## src/logic/upm_pkg.sv

```systemverilog
// Constants, types and mode table for the interface power and mode control
package upm_pkg;

	typedef enum logic [4:0]
	{
		MODE_SYNC = 5'b0_0001,
		MODE_LPM  = 5'b0_0010,
		MODE_SER6 = 5'b0_0100,
		MODE_SER3 = 5'b0_1000,
		MODE_UART = 5'b1_0000
	} upm_mode_e;

	typedef enum logic [2:0]
	{
		PW_DOWN  = 3'b001,
		PW_START = 3'b010,
		PW_ON    = 3'b100
	} upm_pwr_e;

	typedef struct packed
	{
		logic       valid;
		upm_mode_e  mode;
	} upm_mode_req_s;

	typedef struct packed
	{
		logic       valid;
		logic       usb;
		logic [7:0] data;
	} upm_rx_s;

	typedef struct packed
	{
		logic       cmd;
		logic       dat;
		logic       stop;
		logic [7:0] data;
	} upm_tx_s;

	localparam int unsigned CLK_PERIOD_NS   = 40;
	localparam int unsigned CLK_STABLE_NS   = 1000;
	localparam int unsigned CLK_STABLE_CYC  = (CLK_STABLE_NS + CLK_PERIOD_NS - 1) / CLK_PERIOD_NS;
	localparam int unsigned CNT_W           = 16;

	localparam logic [7:0] MASK_SYNC = 8'hFF;
	localparam logic [7:0] MASK_LPM  = 8'h0B;
	localparam logic [7:0] MASK_SER6 = 8'h78;
	localparam logic [7:0] MASK_SER3 = 8'h08;
	localparam logic [7:0] MASK_UART = 8'h0A;
	localparam logic [7:0] DATA_IDLE = 8'h00;

	function automatic logic [7:0] upm_mode_mask(input upm_mode_e m);
		logic [7:0] r;
		r = MASK_SYNC;
		unique case (m)
			MODE_SYNC: r = MASK_SYNC;
			MODE_LPM:  r = MASK_LPM;
			MODE_SER6: r = MASK_SER6;
			MODE_SER3: r = MASK_SER3;
			MODE_UART: r = MASK_UART;
			default:   r = MASK_SYNC;
		endcase
		return r;
	endfunction

endpackage

```

## src/logic/upm_ctrl.sv

```systemverilog
// Power-down, start-up and interface mode control of the link-side port
`timescale 1ns/1ps
`default_nettype none
module upm_ctrl
	import upm_pkg::*;
#(
	parameter int unsigned STABLE_CYC = CLK_STABLE_CYC
)
(
	// Clock and reset
	input  wire logic          CORE_CLK_I,
	input  wire logic          RST_I,
	// Chip select and reference
	input  wire logic          CHIP_SEL_I,
	input  wire logic          CHIP_SEL_N_I,
	input  wire logic          OSC_PRESENT_I,
	// Link pins
	input  wire logic [7:0]    DATA_I,
	output logic      [7:0]    DATA_O,
	output logic      [7:0]    DATA_OE_O,
	output logic               DIR_O,
	output logic               DIR_OE_O,
	output logic               NXT_O,
	output logic               NXT_OE_O,
	input  wire logic          STP_I,
	// Core side
	input  wire upm_mode_req_s MODE_REQ_I,
	input  wire upm_rx_s       RX_I,
	input  wire logic          TX_READY_I,
	input  wire logic [7:0]    ALT_DATA_I,
	output upm_tx_s            TX_O,
	output logic               RX_TAKE_O,
	output upm_mode_e          MODE_O,
	// Power and clock control
	output logic               REG_EN_O,
	output logic               CLK_RUN_O
);

	upm_pwr_e          pstate;
	upm_pwr_e          next_pstate;
	logic [CNT_W-1:0]  cnt;
	logic [CNT_W-1:0]  next_cnt;
	upm_mode_e         mode;
	upm_mode_e         next_mode;
	logic              dir;
	logic              next_dir;
	logic              dir_last;
	logic              tx_busy;
	logic              next_tx_busy;
	logic              nxt;
	logic              next_nxt;
	logic [7:0]        data_out;
	logic [7:0]        next_data_out;
	logic [7:0]        data_oe;
	logic [7:0]        next_data_oe;
	logic              pin_oe;
	logic              next_pin_oe;
	logic              reg_en;
	logic              next_reg_en;
	logic              clk_run;
	logic              next_clk_run;
	upm_tx_s           tx;
	upm_tx_s           next_tx;
	logic              rx_take;
	logic              next_rx_take;
	logic              cs_on;
	logic              turn;
	logic [7:0]        mask;

	always_comb
	begin
		cs_on         = CHIP_SEL_I & ~CHIP_SEL_N_I;
		turn          = dir_last != dir;
		next_pstate   = pstate;
		next_cnt      = cnt;
		next_mode     = mode;
		next_dir      = dir;
		next_tx_busy  = tx_busy;
		next_nxt      = 1'b0;
		next_tx       = '0;
		next_rx_take  = 1'b0;
		next_data_out = DATA_IDLE;
		next_data_oe  = '0;
		next_pin_oe   = 1'b0;
		next_reg_en   = 1'b0;
		next_clk_run  = 1'b0;
		mask          = MASK_SYNC;
		if (!cs_on)
		begin
			// Everything released; stop is ignored
			next_pstate  = PW_DOWN;
			next_cnt     = '0;
			next_mode    = MODE_SYNC;
			next_dir     = 1'b0;
			next_tx_busy = 1'b0;
		end
		else
		begin
			next_reg_en = 1'b1;
			next_pin_oe = 1'b1;
			unique case (pstate)
				PW_DOWN:
				begin
					// Direction held high to keep the link off the bus
					next_pstate = PW_START;
					next_cnt    = '0;
					next_dir    = 1'b1;
				end
				PW_START:
				begin
					next_dir = 1'b1;
					if (OSC_PRESENT_I)
					begin
						if (cnt >= CNT_W'(STABLE_CYC - 1))
						begin
							next_pstate = PW_ON;
							next_mode   = MODE_SYNC;
							next_dir    = 1'b0;
						end
						else
						begin
							next_cnt = cnt + CNT_W'(1);
						end
					end
				end
				PW_ON:
				begin
					if (mode != MODE_SYNC)
					begin
						// Wake-up by stop returns to synchronous
						next_dir = 1'b1;
						if (STP_I)
						begin
							next_mode = MODE_SYNC;
							next_dir  = 1'b0;
						end
					end
					else if (MODE_REQ_I.valid && $onehot(MODE_REQ_I.mode)
						&& MODE_REQ_I.mode != MODE_SYNC && !tx_busy)
					begin
						next_mode = MODE_REQ_I.mode;
						next_dir  = 1'b1;
					end
					else if (dir)
					begin
						if (STP_I || !RX_I.valid)
						begin
							next_dir = 1'b0;
						end
					end
					else if (!turn)
					begin
						if (tx_busy)
						begin
							if (STP_I)
							begin
								next_tx.stop = 1'b1;
								next_tx_busy = 1'b0;
							end
							else
							begin
								next_nxt = TX_READY_I;
								if (nxt)
								begin
									next_tx.dat  = 1'b1;
									next_tx.data = DATA_I;
								end
							end
						end
						else if (DATA_I != DATA_IDLE)
						begin
							next_tx.cmd  = 1'b1;
							next_tx.data = DATA_I;
							next_tx_busy = 1'b1;
							next_nxt     = TX_READY_I;
						end
						else if (RX_I.valid)
						begin
							next_dir = 1'b1;
						end
					end
				end
				default:
				begin
					next_pstate = PW_DOWN;
				end
			endcase
			// Clock kept only in synchronous mode to save power elsewhere
			next_clk_run = OSC_PRESENT_I && next_mode == MODE_SYNC;
			mask = upm_mode_mask(next_mode);
			// Data enables stay off in the cycle direction rises and during start-up
			if (next_dir && dir && pstate == PW_ON)
			begin
				next_data_oe = mask;
				if (next_mode == MODE_SYNC)
				begin
					if (RX_I.valid && next_data_oe != '0)
					begin
						next_data_out = RX_I.data;
						next_nxt      = RX_I.usb;
						next_rx_take  = 1'b1;
					end
				end
				else
				begin
					next_data_out = ALT_DATA_I & mask;
				end
			end
		end
	end

	always_ff @(posedge CORE_CLK_I)
	begin
		if (RST_I)
		begin
			pstate   <= PW_DOWN;
			cnt      <= '0;
			mode     <= MODE_SYNC;
			dir      <= 1'b0;
			dir_last <= 1'b0;
			tx_busy  <= 1'b0;
			nxt      <= 1'b0;
			data_out <= DATA_IDLE;
			data_oe  <= '0;
			pin_oe   <= 1'b0;
			reg_en   <= 1'b0;
			clk_run  <= 1'b0;
			tx       <= '0;
			rx_take  <= 1'b0;
		end
		else
		begin
			pstate   <= next_pstate;
			cnt      <= next_cnt;
			mode     <= next_mode;
			dir      <= next_dir;
			dir_last <= dir;
			tx_busy  <= next_tx_busy;
			nxt      <= next_nxt;
			data_out <= next_data_out;
			data_oe  <= next_data_oe;
			pin_oe   <= next_pin_oe;
			reg_en   <= next_reg_en;
			clk_run  <= next_clk_run;
			tx       <= next_tx;
			rx_take  <= next_rx_take;
		end
	end

	assign DATA_O    = data_out;
	assign DATA_OE_O = data_oe;
	assign DIR_O     = dir;
	assign DIR_OE_O  = pin_oe;
	assign NXT_O     = nxt;
	assign NXT_OE_O  = pin_oe;
	assign TX_O      = tx;
	assign RX_TAKE_O = rx_take;
	assign MODE_O    = mode;
	assign REG_EN_O  = reg_en;
	assign CLK_RUN_O = clk_run;

endmodule
`default_nettype wire

```

## config.mk

```make
export PLATFORM = sky130hd
export DESIGN_NAME = upm_ctrl
export DESIGN_NICKNAME = d
export VERILOG_FILES = /design/src/logic/upm_pkg.sv /design/src/logic/upm_ctrl.sv
export SDC_FILE = /design/constraint.sdc
export NUM_CORES = 1
export LEC_CHECK = 0
export ABC_AREA = 1
export BUFFER_PORTS_ARGS = -buffer_cell sky130_fd_sc_hd__buf_2
export CELL_PAD_IN_SITES_DETAIL_PLACEMENT = 0
export CELL_PAD_IN_SITES_GLOBAL_PLACEMENT = 1
export CORE_ASPECT_RATIO = 1.1
export CORE_MARGIN = 2
export CORE_UTILIZATION = 36
export DETAILED_ROUTE_END_ITERATION = 8
export PLACE_DENSITY_LB_ADDON = 0.1
export SYNTH_ARGS = -nofsm -noshare
export SYNTH_HDL_FRONTEND = slang
export SYNTH_SLANG_ARGS = --single-unit
```

## constraint.sdc

```tcl
create_clock -name CORE_CLK_I -period 3.85 [get_ports CORE_CLK_I]
set_clock_uncertainty 0.2 [all_clocks]
set_input_delay 0.5775 -clock CORE_CLK_I [delete_from_list [all_inputs] [get_ports CORE_CLK_I]]
set_output_delay 0.5775 -clock CORE_CLK_I [all_outputs]
set_load 0.01 [all_outputs]
```

==> summary.md, run 1 <==
| Metric | Value |
|---|---|
| HP Class | `flip-flop to flip-flop` |
| Starting DRT DRC Count | `94` |
| Setup slack at placement | `273 ps` |
| Largest area contributor in the netlist | `dfxtp_1` |
| GP Congestion | `roughly 0.82` |
| H-tree Lvls | `2` |
| Initial antenna violation count | `0` |
| Starting Density | `0.367` |
| Worst-margin pin slew | `~660 ps` |
| IO Port Bufs | `77` |
| Async SR Flop Fraction | `0` |
| Final setup vio count | `0` |
| CTS sink cnt | `55` |
| Arr. time, crit path | `between 3000 and 4000 ps` |
| Pleak | `between 1.5 and 2 nW` |
| Post-synth cell types | `35` |
| Core Rows | `32` |
| WP buf/inv | `5` |
| CP top delay family | `simple AND/OR/NAND/NOR gates` |
| DR vias | `2261` |
| Largest net degree at the start of global routing | `22` |
| Slew HR | `0.556` |
| Worst setup EP type | `flip-flop` |
| RSZ-0062 raised after global routing | `false` |
| Max Root-Sink Buffers | `2` |
| CP max stage cell | `fa_1` |
| Maximum vdd drop | `197 uV` |
| Clock Latency Late Sink | `~310 ps` |
| Post-DP Area | `2990 um2` |
| Avg WL per Cell | `approximately 12 um` |
| Synth Warn # | `0` |
| Stages on worst setup path | `22` |
| Sequential Area | `roughly 1100 um2` |
| Worst Path Max Fanout | `5` |
| CTS tree | `done` |
| Core area | `6970 um2` |
| Cell Chain, Critical Path | `buf_2, inv_1, fa_1, fa_1, inv_1, ha_1, nor2_4, inv_1, nor2_1, nand3_1, nand2_1, nand2_1, nand2_1, nand2_1, inv_1, nand2_1, nor2_2, nand2_2, nand3_4, nand2_2, nand2_1, nand2_1` |
| Worst path max stage delay | `between 400 and 500 ps` |
| Path depth of the worst reg2reg path | `15` |
| Total gr overflow | `0` |
| Layout Cells excl Fill | `approximately 500` |
| Fin crit share | `0.840` |
| Post-Syn Instances | `336` |
| Final Critical Period | `3240 ps` |
| Synth top area cells | `dfxtp_1 43%, nand2_1 11%, nor2_1 5.6%` |
| Post-CTS Resized | `0` |
| Synthesized cell area | `2560 um2` |
| Post-synth net total | `382` |
| Fin util | `0.442` |
| DR vias/cell | `4.55` |
| Placed insts | `~490` |
| Layout cell share with drive strength beyond 1 | `0.316` |
| Final Net Count | `between 400 and 500` |
| Die H | `92.4 um` |
| Final wirelength | `between 5000 and 6000 um` |
| Number of max-cap violations | `0` |
| Max Freq | `309 MHz` |
| Post-route ant nets | `0` |
| Crit path kind | `primary input to flip-flop` |
| Die area | `7800 um2` |
| # IOs | `78` |
| Synthesized flop and latch total | `55` |
| First-pass DRT Iterations | `4` |
| Outcome | `finished clean` |
| Synth Flop Type | `dfxtp_1` |
| Avg Inst Size Synth | `7.62 um2` |
| Min setup slack post-route | `614 ps` |
| TritonCTS Buffers | `5` |
| Clk slew on worst S/H paths | `100 ps` |
| Hold buffer count at cts | `0` |
| Final hold violations | `0` |
| Cell Pwr Density | `around 320 nW/um2` |
| Hold path cells | `2` |
| Number of enable flip-flop cells after synthesis | `0` |
| CP Launch Type | `primary input` |
| Fin area | `3080 um2` |
| Register area share after synthesis | `0.430` |
| Chip Width | `84.4 um` |
| Area share of the largest cell type after synthesis | `0.430` |
| Final HPWL DP | `around 4600 um` |
| Fill cell count | `774` |
| Multi-input gate area | `1190 um2` |
| Area Growth Syn to Fin | `20.3%` |
| Setup TNS | `0 ps` |
| Global-route wire length before repair | `~10000 um` |
| Slew Viols, Final | `0` |
| Number of remaining DRC errors | `0` |
| Total GRT Usage | `0.156` |
| Clock tree root buffer cell | `clkbuf_8` |
| Number of global-route vias before repair | `2168` |
| Postcts setup bufs | `0` |
| Antenna cell count | `0` |
| Most Frequent Cell on Critical Path | `nand2_1` |
| WP data required | `3860 ps` |
cells in the final DEF, fill, tap and decap left out, types with 2 or more instances in the layout:
cell type  Yosys  routed
nand3_2        5       5
fa_1           2       2
o21ai_1        2       2
clkbuf_8       0       5
nand2_2       10      10
o21ai_0        3       3
and3_1         2       2
clkinv_1       3       3
dfxtp_1       55      55
nor3_1        17      17
nor2_2         4       4
buf_2          0      77
nand2_1       72      72
nand3_1       24      24
nor2_1        38      38
nor2_4         4       4
inv_2         13      13
ha_1           5       5
inv_1         37      37
a21oi_1       11      11
nor3b_1        4       4
clkinv_2       0       2
nand4_1        3       3
kinds of logic after synthesis:
family,after synthesis,synth area share
AND/OR/NAND/NOR,191,0.382
adder cells (fa/ha/maj),7,0.0401
buffers and inverters,63,0.104
AO/OA/AOI/OAI,19,0.0406
XOR/XNOR,1,0.00342
flip-flops,55,0.430
Yosys cell counts (2+ instances only):
cell type,n
nand2_2,10
nor3_1,17
and3_1,2
a21oi_1,11
nand3_2,5
nand4_1,3
inv_2,13
inv_1,37
nor2_2,4
fa_1,2
o21ai_0,3
nand2_1,72
o21ai_1,2
dfxtp_1,55
nor2_1,38
nor3b_1,4
buf_4,6
clkbuf_1,3
ha_1,5
clkinv_1,3
nor2_4,4
nand3_1,24
worst reg2reg max path, cell delays in order, from the launching register on:
cell and delay (ps):
dfxtp_1 390, clkinv_1 230, ha_1 370, nor2_1 90, nand2_1 60, nand2_1 60
nand2_1 50, nand2_1 50, nand2_1 50, nand2_1 90, nand3_1 130, inv_2 160
nand3_4 110, nand2_2 120, nand2_1 60, nand2_1 50
worst paths after layout:
kind | slack [ps] | start | to
worst max-delay path | 610 | MODE_REQ_I[1] | DATA_O[6]$_SDFF_PP0_
worst max register to register | 1520 | DIR_O$_SDFF_PP0_ | DATA_O[6]$_SDFF_PP0_
worst min-delay path | 240 | cnt[8]$_SDFFE_PP0P_ | cnt[8]$_SDFFE_PP0P_
worst min register to register | 240 | cnt[8]$_SDFFE_PP0P_ | cnt[8]$_SDFFE_PP0P_
layout make-up:
class,instances,area share
inverters,53,0.0646
clock buffers,5,0.0223
repair buffers,78,0.128
well taps,85,0.0345
clock inverters,3,0.00610
multi-input cells,218,0.387
flip-flops and latches,55,0.358
report_power, final:
group          total, mW  leakage (nW)  switching, mW  internal, mW
combinational     0.0829          1.08         0.0493        0.0335
sequential         0.572         0.444        0.00147         0.571
clock              0.320        0.0483          0.191         0.129
total              0.975          1.57          0.242         0.733
flip-flops by register name, summed over array words and instances, names as in the netlist:
| name | count |
|---|---|
| cnt | 16 |
| TX_O | 11 |
| DATA_O | 8 |
| DATA_OE_O | 5 |
| MODE_O | 5 |
| pstate | 3 |
| CLK_RUN_O | 1 |
| DIR_O | 1 |
| NXT_O | 1 |
| REG_EN_O | 1 |
| RX_TAKE_O | 1 |
| dir_last | 1 |
| tx_busy | 1 |
through the flow:
stage	power [mW]	hold WS [ps]
global placement	0.670	226
CTS	0.990	246
floorplan	0.635	219
detailed placement	0.670	231
global route	1.02	244
finish	0.975	242
layer usage:
layer	wire (um)	track usage
met5	0	0
met4	93	0.0489
met3	298	0.0339
met2	2810	0.274
met1	2590	0.191
Power figures use the tool's default switching activity.
==> run 2, diff against run 1 <==
--- a/config.mk
+++ b/config.mk
@@ -5,13 +5,13 @@
 export SDC_FILE = /design/constraint.sdc
 export NUM_CORES = 1
 export LEC_CHECK = 0
-export ABC_AREA = 1
+export ABC_AREA = 0
 export BUFFER_PORTS_ARGS = -buffer_cell sky130_fd_sc_hd__buf_2
 export CELL_PAD_IN_SITES_DETAIL_PLACEMENT = 0
 export CELL_PAD_IN_SITES_GLOBAL_PLACEMENT = 1
 export CORE_ASPECT_RATIO = 1.1
 export CORE_MARGIN = 2
-export CORE_UTILIZATION = 36
+export CORE_UTILIZATION = 37
 export DETAILED_ROUTE_END_ITERATION = 8
 export PLACE_DENSITY_LB_ADDON = 0.1
 export SYNTH_ARGS = -nofsm -noshare
==> constraint.sdc (replaced) <==
create_clock -name CORE_CLK_I -period 3.15 [get_ports CORE_CLK_I]
set_clock_uncertainty 0.2 [all_clocks]
set_input_delay 0.4725 -clock CORE_CLK_I [delete_from_list [all_inputs] [get_ports CORE_CLK_I]]
set_output_delay 0.4725 -clock CORE_CLK_I [all_outputs]
set_load 0.01 [all_outputs]
==> summary.md, run 2 <==
| Metric | Value |
|---|---|
| Min setup slack post-route | `-217 ps (-832 ps)` |
| Final HPWL DP | `4370 um (-4.6%)` |
| Max reg flops | `16 (unchanged)` |
| Setup slack at placement | `-663 ps (-937 ps)` |
| Area Growth Syn to Fin | `35.2%` |
| Number of global-route vias before repair | `2042 (-5.8%)` |
| Comb power frac | `0.074 (-0.011)` |
| Area share of the largest cell type after synthesis | `0.448 (+0.0175)` |
| Number of remaining DRC errors | `0 (unchanged)` |
| Total GRT Usage | `0.164 (+0.00741)` |
| Placed insts | `434 (-11%)` |
| H-tree Lvls | `2 (unchanged)` |
| DR vias/cell | `4.86 (+6.8%)` |
| Cell Chain, Critical Path | `buf_8, inv_8, fa_1, fa_2, inv_2, ha_4, nor4_4, and3_4, o22ai_4, a221oi_4, xor2_1, nand3_1, a21o_1, a32o_1` |
| Global-route wire length before repair | `9300 um (-5.3%)` |
| CP max stage cell | `fa_1` |
| # IOs | `78 (unchanged)` |
| Most frequent cells in the layout | `75 x buf_2, 55 x dfxtp_1, 30 x buf_4` |
| Met1 GRT Util | `0.217 (+0.0262)` |
| Post-route ant nets | `0 (unchanged)` |
| Multi-input gate area | `1270 um2 (+6.2%)` |
| Pwr Total | `1.38 mW (+41%)` |
| Number of max-cap violations | `0 (unchanged)` |
| CP Launch Type | `primary input` |
| Internal power | `1.07 mW (+46%)` |
| Die area | `7320 um2 (-6.2%)` |
| Largest net degree at the start of global routing | `19 (-14%)` |
| Failing checks | `negative setup slack` |
| Met3 usage | `0.0394 (+0.00553)` |
| Core Rows | `31 (-3.1%)` |
| Chip Width | `81.7 um (-3.2%)` |
| Layout Cells excl Fill | `445 (-10%)` |
| Switching power | `0.303 mW (+25%)` |
| Hold path startpoint | `RST_I` |
| Hold buffer count at cts | `0 (unchanged)` |
| Switching Share | `0.220 (-0.0282)` |
| Part of the power in registers | `0.510 (-0.077)` |
| Largest area contributor in the netlist | `dfxtp_1` |
| Max Root-Sink Buffers | `2 (unchanged)` |
| Final wirelength | `5780 um (-0.24%)` |
| Synth cell count leaders | `55 x dfxtp_1, 29 x nor2_1, 18 x inv_1, 14 x a21oi_1, 14 x nand2_1` |
| Final Hold Slack | `130 ps (-112 ps)` |
| Async SR Flop Fraction | `0 (unchanged)` |
| Layout cell share with drive strength beyond 1 | `0.413 (+0.0977)` |
| Die H | `89.5 um (-3.2%)` |
| Synthesized flop and latch total | `55 (unchanged)` |
| Clock tree root buffer cell | `clkbuf_8` |
| Launch point of the worst path | `MODE_REQ_I[0]` |
| Clk slew on worst S/H paths | `100 ps (about the same)` |
| Worst Path Max Fanout | `5 (unchanged)` |
| Clock share of power | `0.416 (+0.088)` |
| Avg Inst Size Synth | `9.61 um2 (+26%)` |
| Post-DP Area | `3120 um2 (+4.3%)` |
| Antenna cell count | `0 (unchanged)` |
| Sequential Area | `1100 um2 (unchanged)` |
| RSZ-0062 raised after global routing | `true` |
| CP top delay family | `adder cells` |
| WP data required | `3160 ps (-700 ps)` |
| Worst setup EP type | `flip-flop` |
| Arr. time, crit path | `3370 ps (+120 ps)` |
| Crit path kind | `primary input to flip-flop` |
| GR Layer Usage met2 | `0.262 (-0.0122)` |
| Fin crit share | `1.07` |
| Post-Syn Instances | `256 (-24%)` |
| Avg WL per Cell | `13.0 um (+11%)` |
| Starting DRT DRC Count | `94 (unchanged)` |
| Worst-margin pin slew | `470 ps (-194 ps)` |
| Synth top area cells | `dfxtp_1 45%, nor2_1 4.4%, a32o_1 3.3%` |
| Final setup vio count | `11 (+11)` |
| R2R Setup Slk | `440 ps (-1080 ps)` |
| Clock Latency Late Sink | `310 ps (about the same)` |
| HP Class | `primary input to flip-flop` |
| Max Freq | `297 MHz` |
| TritonCTS Buffers | `5 (unchanged)` |
| Commonest non-fill, non-tap cell in the layout | `buf_2` |
| Cell with the most instances after synthesis | `dfxtp_1` |
| IO Port Bufs | `77 (unchanged)` |
| Pleak | `1.45 nW (-7.5%)` |
| Synth Warn # | `0 (unchanged)` |
| Setup TNS | `-1750 ps (-1750 ps)` |
| CTS tree | `done` |
| Final Net Count | `408 (-11%)` |
| Final Critical Period | `between 3000 and 4000 ps` |
| CTS sink cnt | `55 (unchanged)` |
| Synthesized cell area | `2460 um2 (-3.9%)` |
| First-pass DRT Iterations | `4 (unchanged)` |
| Outcome | `finished, violations left` |
| Starting Density | `0.377 (+0.0100)` |
| Post-synth net total | `302 (-21%)` |
| Final hold violations | `0 (unchanged)` |
| Initial antenna violation count | `0 (unchanged)` |
| Cell Pwr Density | `413 nW/um2 (+31%)` |
| Register area share after synthesis | `0.448 (+0.0175)` |
| Maximum vdd drop | `231 uV (+17%)` |
| Fill cell count | `639 (-17%)` |
| Global routing's busiest layer | `met2` |
| Number of enable flip-flop cells after synthesis | `0 (unchanged)` |
| DR vias | `2162 (-4.4%)` |
| Post-synth cell types | `57 (+63%)` |
| Largest reg by FF count | `cnt` |
| Worst r2r src | `DIR_O$_SDFF_PP0_` |
| Worst path max stage delay | `490 ps (+50 ps)` |
| GP Congestion | `0.815 (-0.37%)` |
| Core area | `6520 um2 (-6.5%)` |
| Total gr overflow | `0 (unchanged)` |
| Fin area | `3330 um2 (+8.0%)` |
| Slew HR | `0.686 (+0.129)` |
| Synth Flop Type | `dfxtp_1` |
| Fin util | `0.511 (+0.0686)` |
| Slew Viols, Final | `0 (unchanged)` |
| WP buf/inv | `3 (-2)` |
[run 2: cell type report]
| cell class | instances | area share |
|---|---|---|
| inverter | 19 | 0.0237 |
| multi-input combinational | 173 | 0.381 |
| tap | 82 | 0.0308 |
| timing repair buffer | 108 | 0.192 |
| clock inverter | 3 | 0.0214 |
| sequential | 55 | 0.331 |
| clock buffer | 5 | 0.0207 |
[run 2: worst paths after layout]
| check | cells after the start | to |
|---|---|---|
| max reg2reg | 11 | DATA_O[2]$_SDFF_PP0_ |
| min reg2reg | 2 | TX_O[9]$_SDFF_PP0_ |
| max | 14 | DATA_O[2]$_SDFF_PP0_ |
| min | 2 | dir_last$_SDFF_PP0_ |
[run 2: kinds of logic after synthesis]
family / share of synthesized area
simple gates: 0.251
flops: 0.448
compound gates: 0.176
buf+inv: 0.0575
fa+ha+maj: 0.0417
xor+xnor: 0.0214
mux: 0.00458
[run 2: power by group through the flow]
stage	combinational [mW]	sequential (mW)	clock (mW)
floorplan	0.0516	0.716	0
global placement	0.0988	0.718	0
detailed placement	0.101	0.718	0
CTS	0.103	0.702	0.586
global route	0.113	0.703	0.618
finish	0.102	0.702	0.572
[run 2: metal layers]
| layer | wire [um] | share of wire |
|---|---|---|
| met3 | 311 | 0.054 |
| met5 | 0 | 0 |
| met2 | 2670 | 0.46 |
| met1 | 2740 | 0.47 |
| met4 | 62 | 0.011 |
[run 2: repair_timing]
action / 4_1_cts / 5_1_grt
resized for setup: 5 / 8
buffers inserted: 3 / 0
pin swaps: 4 / 5
endpoints found under the setup margin: 16 / 16
[run 2: worst register-to-register path, delay by kind of cell, from the launching register on]
family                     cells  cell delay (ps)
AOI/OAI and AO/OA              3              620
adders and majority gates      1              310
buffers and inverters          3              440
DFF                            1              470
and+or+nand+nor                4              610
==> run 3, diff against run 2 <==
--- a/config.mk
+++ b/config.mk
@@ -7,11 +7,11 @@
 export LEC_CHECK = 0
 export ABC_AREA = 0
 export BUFFER_PORTS_ARGS = -buffer_cell sky130_fd_sc_hd__buf_2
-export CELL_PAD_IN_SITES_DETAIL_PLACEMENT = 0
-export CELL_PAD_IN_SITES_GLOBAL_PLACEMENT = 1
+export CELL_PAD_IN_SITES_DETAIL_PLACEMENT = 1
+export CELL_PAD_IN_SITES_GLOBAL_PLACEMENT = 2
 export CORE_ASPECT_RATIO = 1.1
 export CORE_MARGIN = 2
-export CORE_UTILIZATION = 37
+export CORE_UTILIZATION = 30
 export DETAILED_ROUTE_END_ITERATION = 8
 export PLACE_DENSITY_LB_ADDON = 0.1
 export SYNTH_ARGS = -nofsm -noshare
==> summary.md, run 3 (same netlist as run 2, synthesis figures left out) <==
| Metric | Value |
|---|---|
| Fin crit share | `1.07 (+0.00370)` |
| Fill cell count | `942 (+47%)` |
| Max Freq | `296 MHz (-0.34%)` |
| Clock Latency Late Sink | `320 ps (about the same)` |
| Hold path startpoint | `RST_I` |
| Outcome | `finished, violations left` |
| Most frequent cells in the layout | `75 x buf_2, 55 x dfxtp_1, 29 x buf_4` |
| CP Launch Type | `primary input` |
| Hold path endpoint | `dir_last$_SDFF_PP0_` |
| Comb power frac | `0.094 (+0.020)` |
| Core Rows | `34 (+9.7%)` |
| Internal power | `0.918 mW (-14%)` |
| Cell Pwr Density | `355 nW/um2 (-14%)` |
| Die H | `99.0 um (+11%)` |
| Antenna cell count | `0 (unchanged)` |
| Switching power | `0.309 mW (+2.0%)` |
| Clk slew on worst S/H paths | `110 ps (about the same)` |
| Worst Path Max Fanout | `5 (unchanged)` |
| Chip Width | `90.3 um (+11%)` |
| HP Class | `primary input to flip-flop` |
| Reg-to-Reg End | `DATA_O[4]$_SDFF_PP0_` |
| Commonest non-fill, non-tap cell in the layout | `buf_2` |
| Core area | `7960 um2 (+22%)` |
| Part of the power in registers | `0.572 (+0.062)` |
| Number of max-cap violations | `0 (unchanged)` |
| Final Hold Slack | `118 ps (-12.4 ps)` |
| Worst-margin pin slew | `494 ps (+24.2 ps)` |
| Total gr overflow | `0 (unchanged)` |
| Final HPWL DP | `5170 um (+18%)` |
| Largest reg by FF count | `cnt` |
| Largest net degree at the start of global routing | `18 (-1)` |
| Final setup vio count | `13 (+2)` |
| Total GRT Usage | `0.151 (-0.0126)` |
| WP data required | `3170 ps (about the same)` |
| Worst r2r src | `cnt[10]$_SDFFE_PP0P_` |
| Post-route ant nets | `0 (unchanged)` |
| IO Port Bufs | `77 (unchanged)` |
| CTS tree | `done` |
| Switching Share | `0.252 (+0.0316)` |
| Starting DRT DRC Count | `36 (-62%)` |
| R2R Setup Slk | `360 ps (-80 ps)` |
| DR vias | `2284 (+5.6%)` |
| TritonCTS Buffers | `5 (unchanged)` |
| Layout Cells excl Fill | `476 (+7.0%)` |
| Number of global-route vias before repair | `2333 (+14%)` |
| Number of remaining DRC errors | `0 (unchanged)` |
| Final Net Count | `413 (+1.2%)` |
| Slew HR | `0.670 (-0.0162)` |
| Min setup slack post-route | `-229 ps (-11.6 ps)` |
| Area Growth Syn to Fin | `40.4%` |
| Max reg flops | `16 (unchanged)` |
| Final hold violations | `0 (unchanged)` |
| Placed insts | `461 (+6.2%)` |
| Max Root-Sink Buffers | `2 (unchanged)` |
| Pleak | `1.48 nW (+2.1%)` |
| Final wirelength | `6730 um (+16%)` |
| Pwr Total | `1.23 mW (-11%)` |
| Arr. time, crit path | `3400 ps (+30 ps)` |
| Avg WL per Cell | `14.1 um (+8.8%)` |
| Final Critical Period | `3380 ps (+11.6 ps)` |
| Hold path cells | `2 (unchanged)` |
| GP Congestion | `0.756 (-7.2%)` |
| Failing checks | `negative setup slack` |
| Setup TNS | `-2030 ps (-275 ps)` |
| Path depth of the worst reg2reg path | `8 (-3)` |
| Slew Viols, Final | `0 (unchanged)` |
| Clock share of power | `0.334 (-0.082)` |
| DR vias/cell | `4.80 (-1.2%)` |
| CTS sink cnt | `55 (unchanged)` |
| Maximum vdd drop | `146 uV (-37%)` |
| Global-route wire length before repair | `10900 um (+17%)` |
| H-tree Lvls | `2 (unchanged)` |
| # IOs | `78 (unchanged)` |
| Worst setup EP type | `flip-flop` |
| Crit path kind | `primary input to flip-flop` |
| Clock tree root buffer cell | `clkbuf_8` |
| Die area | `8940 um2 (+22%)` |
| Starting Density | `0.309 (-0.0683)` |
| Initial antenna violation count | `0 (unchanged)` |
| RSZ-0062 raised after global routing | `true` |
| Layout cell share with drive strength beyond 1 | `0.446 (+0.0324)` |
| First-pass DRT Iterations | `4 (unchanged)` |
==> run 3: cell count changes in the layout (fill, tap and decap cells not counted), sizes merged <==
cell / before / now
clkinvlp: 0 / 1
buf: 108 / 113
bufinv: 2 / 0
clkbuf: 5 / 6
==> run 3: worst max path at each step <==
stage                        startpoint                   end  slack (ps)  cells after the start
final                     MODE_REQ_I[0]  DATA_O[4]$_SDFF_PP0_        -230                     12
after global routing      MODE_REQ_I[0]  DATA_O[2]$_SDFF_PP0_        -370                     12
after floorplan           MODE_REQ_I[0]  DATA_O[2]$_SDFF_PP0_        -270                     13
after CTS                 MODE_REQ_I[0]  DATA_O[4]$_SDFF_PP0_        -220                     13
after global placement    MODE_REQ_I[0]  DATA_O[7]$_SDFF_PP0_        -560                     12
after detailed placement  MODE_REQ_I[0]  DATA_O[5]$_SDFF_PP0_        -650                     12
==> run 3: through the flow <==
| step | instance area [um2] | util | worst slack [ps] |
|---|---|---|---|
| final | 3450 | 0.434 | -229 |
| after global routing | 3450 | 0.434 | -366 |
| after CTS | 3360 | 0.423 | -219 |
| after detailed placement | 3160 | 0.397 | -646 |
| after global placement | 3160 | 0.397 | -564 |
| after floorplan | 2490 | - | -266 |
==> run 3: worst max-delay path: stages <==
cell	delay, ps
buf_8	90
inv_8	30
fa_1	560
fa_2	470
nor4_4	250
and3_4	250
o22ai_4	80
a221oi_4	350
xor2_1	240
nand3_1	100
a21o_1	260
a32o_1	260
==> run 3: area by class of cell <==
cell class / instances / area [um2] / share of cell area
Tap cell: 108 / 135 / 0.0391
Multi-Input combinational cell: 173 / 1350 / 0.391
Clock inverter: 2 / 16.3 / 0.00471
Inverter: 19 / 78.8 / 0.0228
Timing Repair Buffer: 113 / 698 / 0.202
Clock buffer: 6 / 72.6 / 0.0210
Sequential cell: 55 / 1100 / 0.319
==> run 3: layer usage <==
layer / wire [um] / vias up / global-route usage
li1: - / 1130 / -
met1: 3010 / 1104 / 0.185
met2: 3400 / 44 / 0.269
met3: 236 / 6 / 0.0275
met4: 78 / 0 / 0.0462
met5: 0 / - / 0
==> run 3: power groups by stage <==
stage	clock (mW)	combinational, mW	sequential [mW]
after floorplan	0	0.0516	0.716
after global placement	0	0.101	0.718
after detailed placement	0	0.103	0.718
after CTS	0.426	0.114	0.702
after global routing	0.451	0.128	0.703
final	0.409	0.115	0.702
==> run 3: what timing repair did <==
item                       4_1_cts  5_1_grt
hold buffers                     0        0
gates resized for setup         19       13
hold endpoints to repair         0        0
buffers inserted                 4        3
pin swaps                        7        7
setup endpoints to repair       15       16
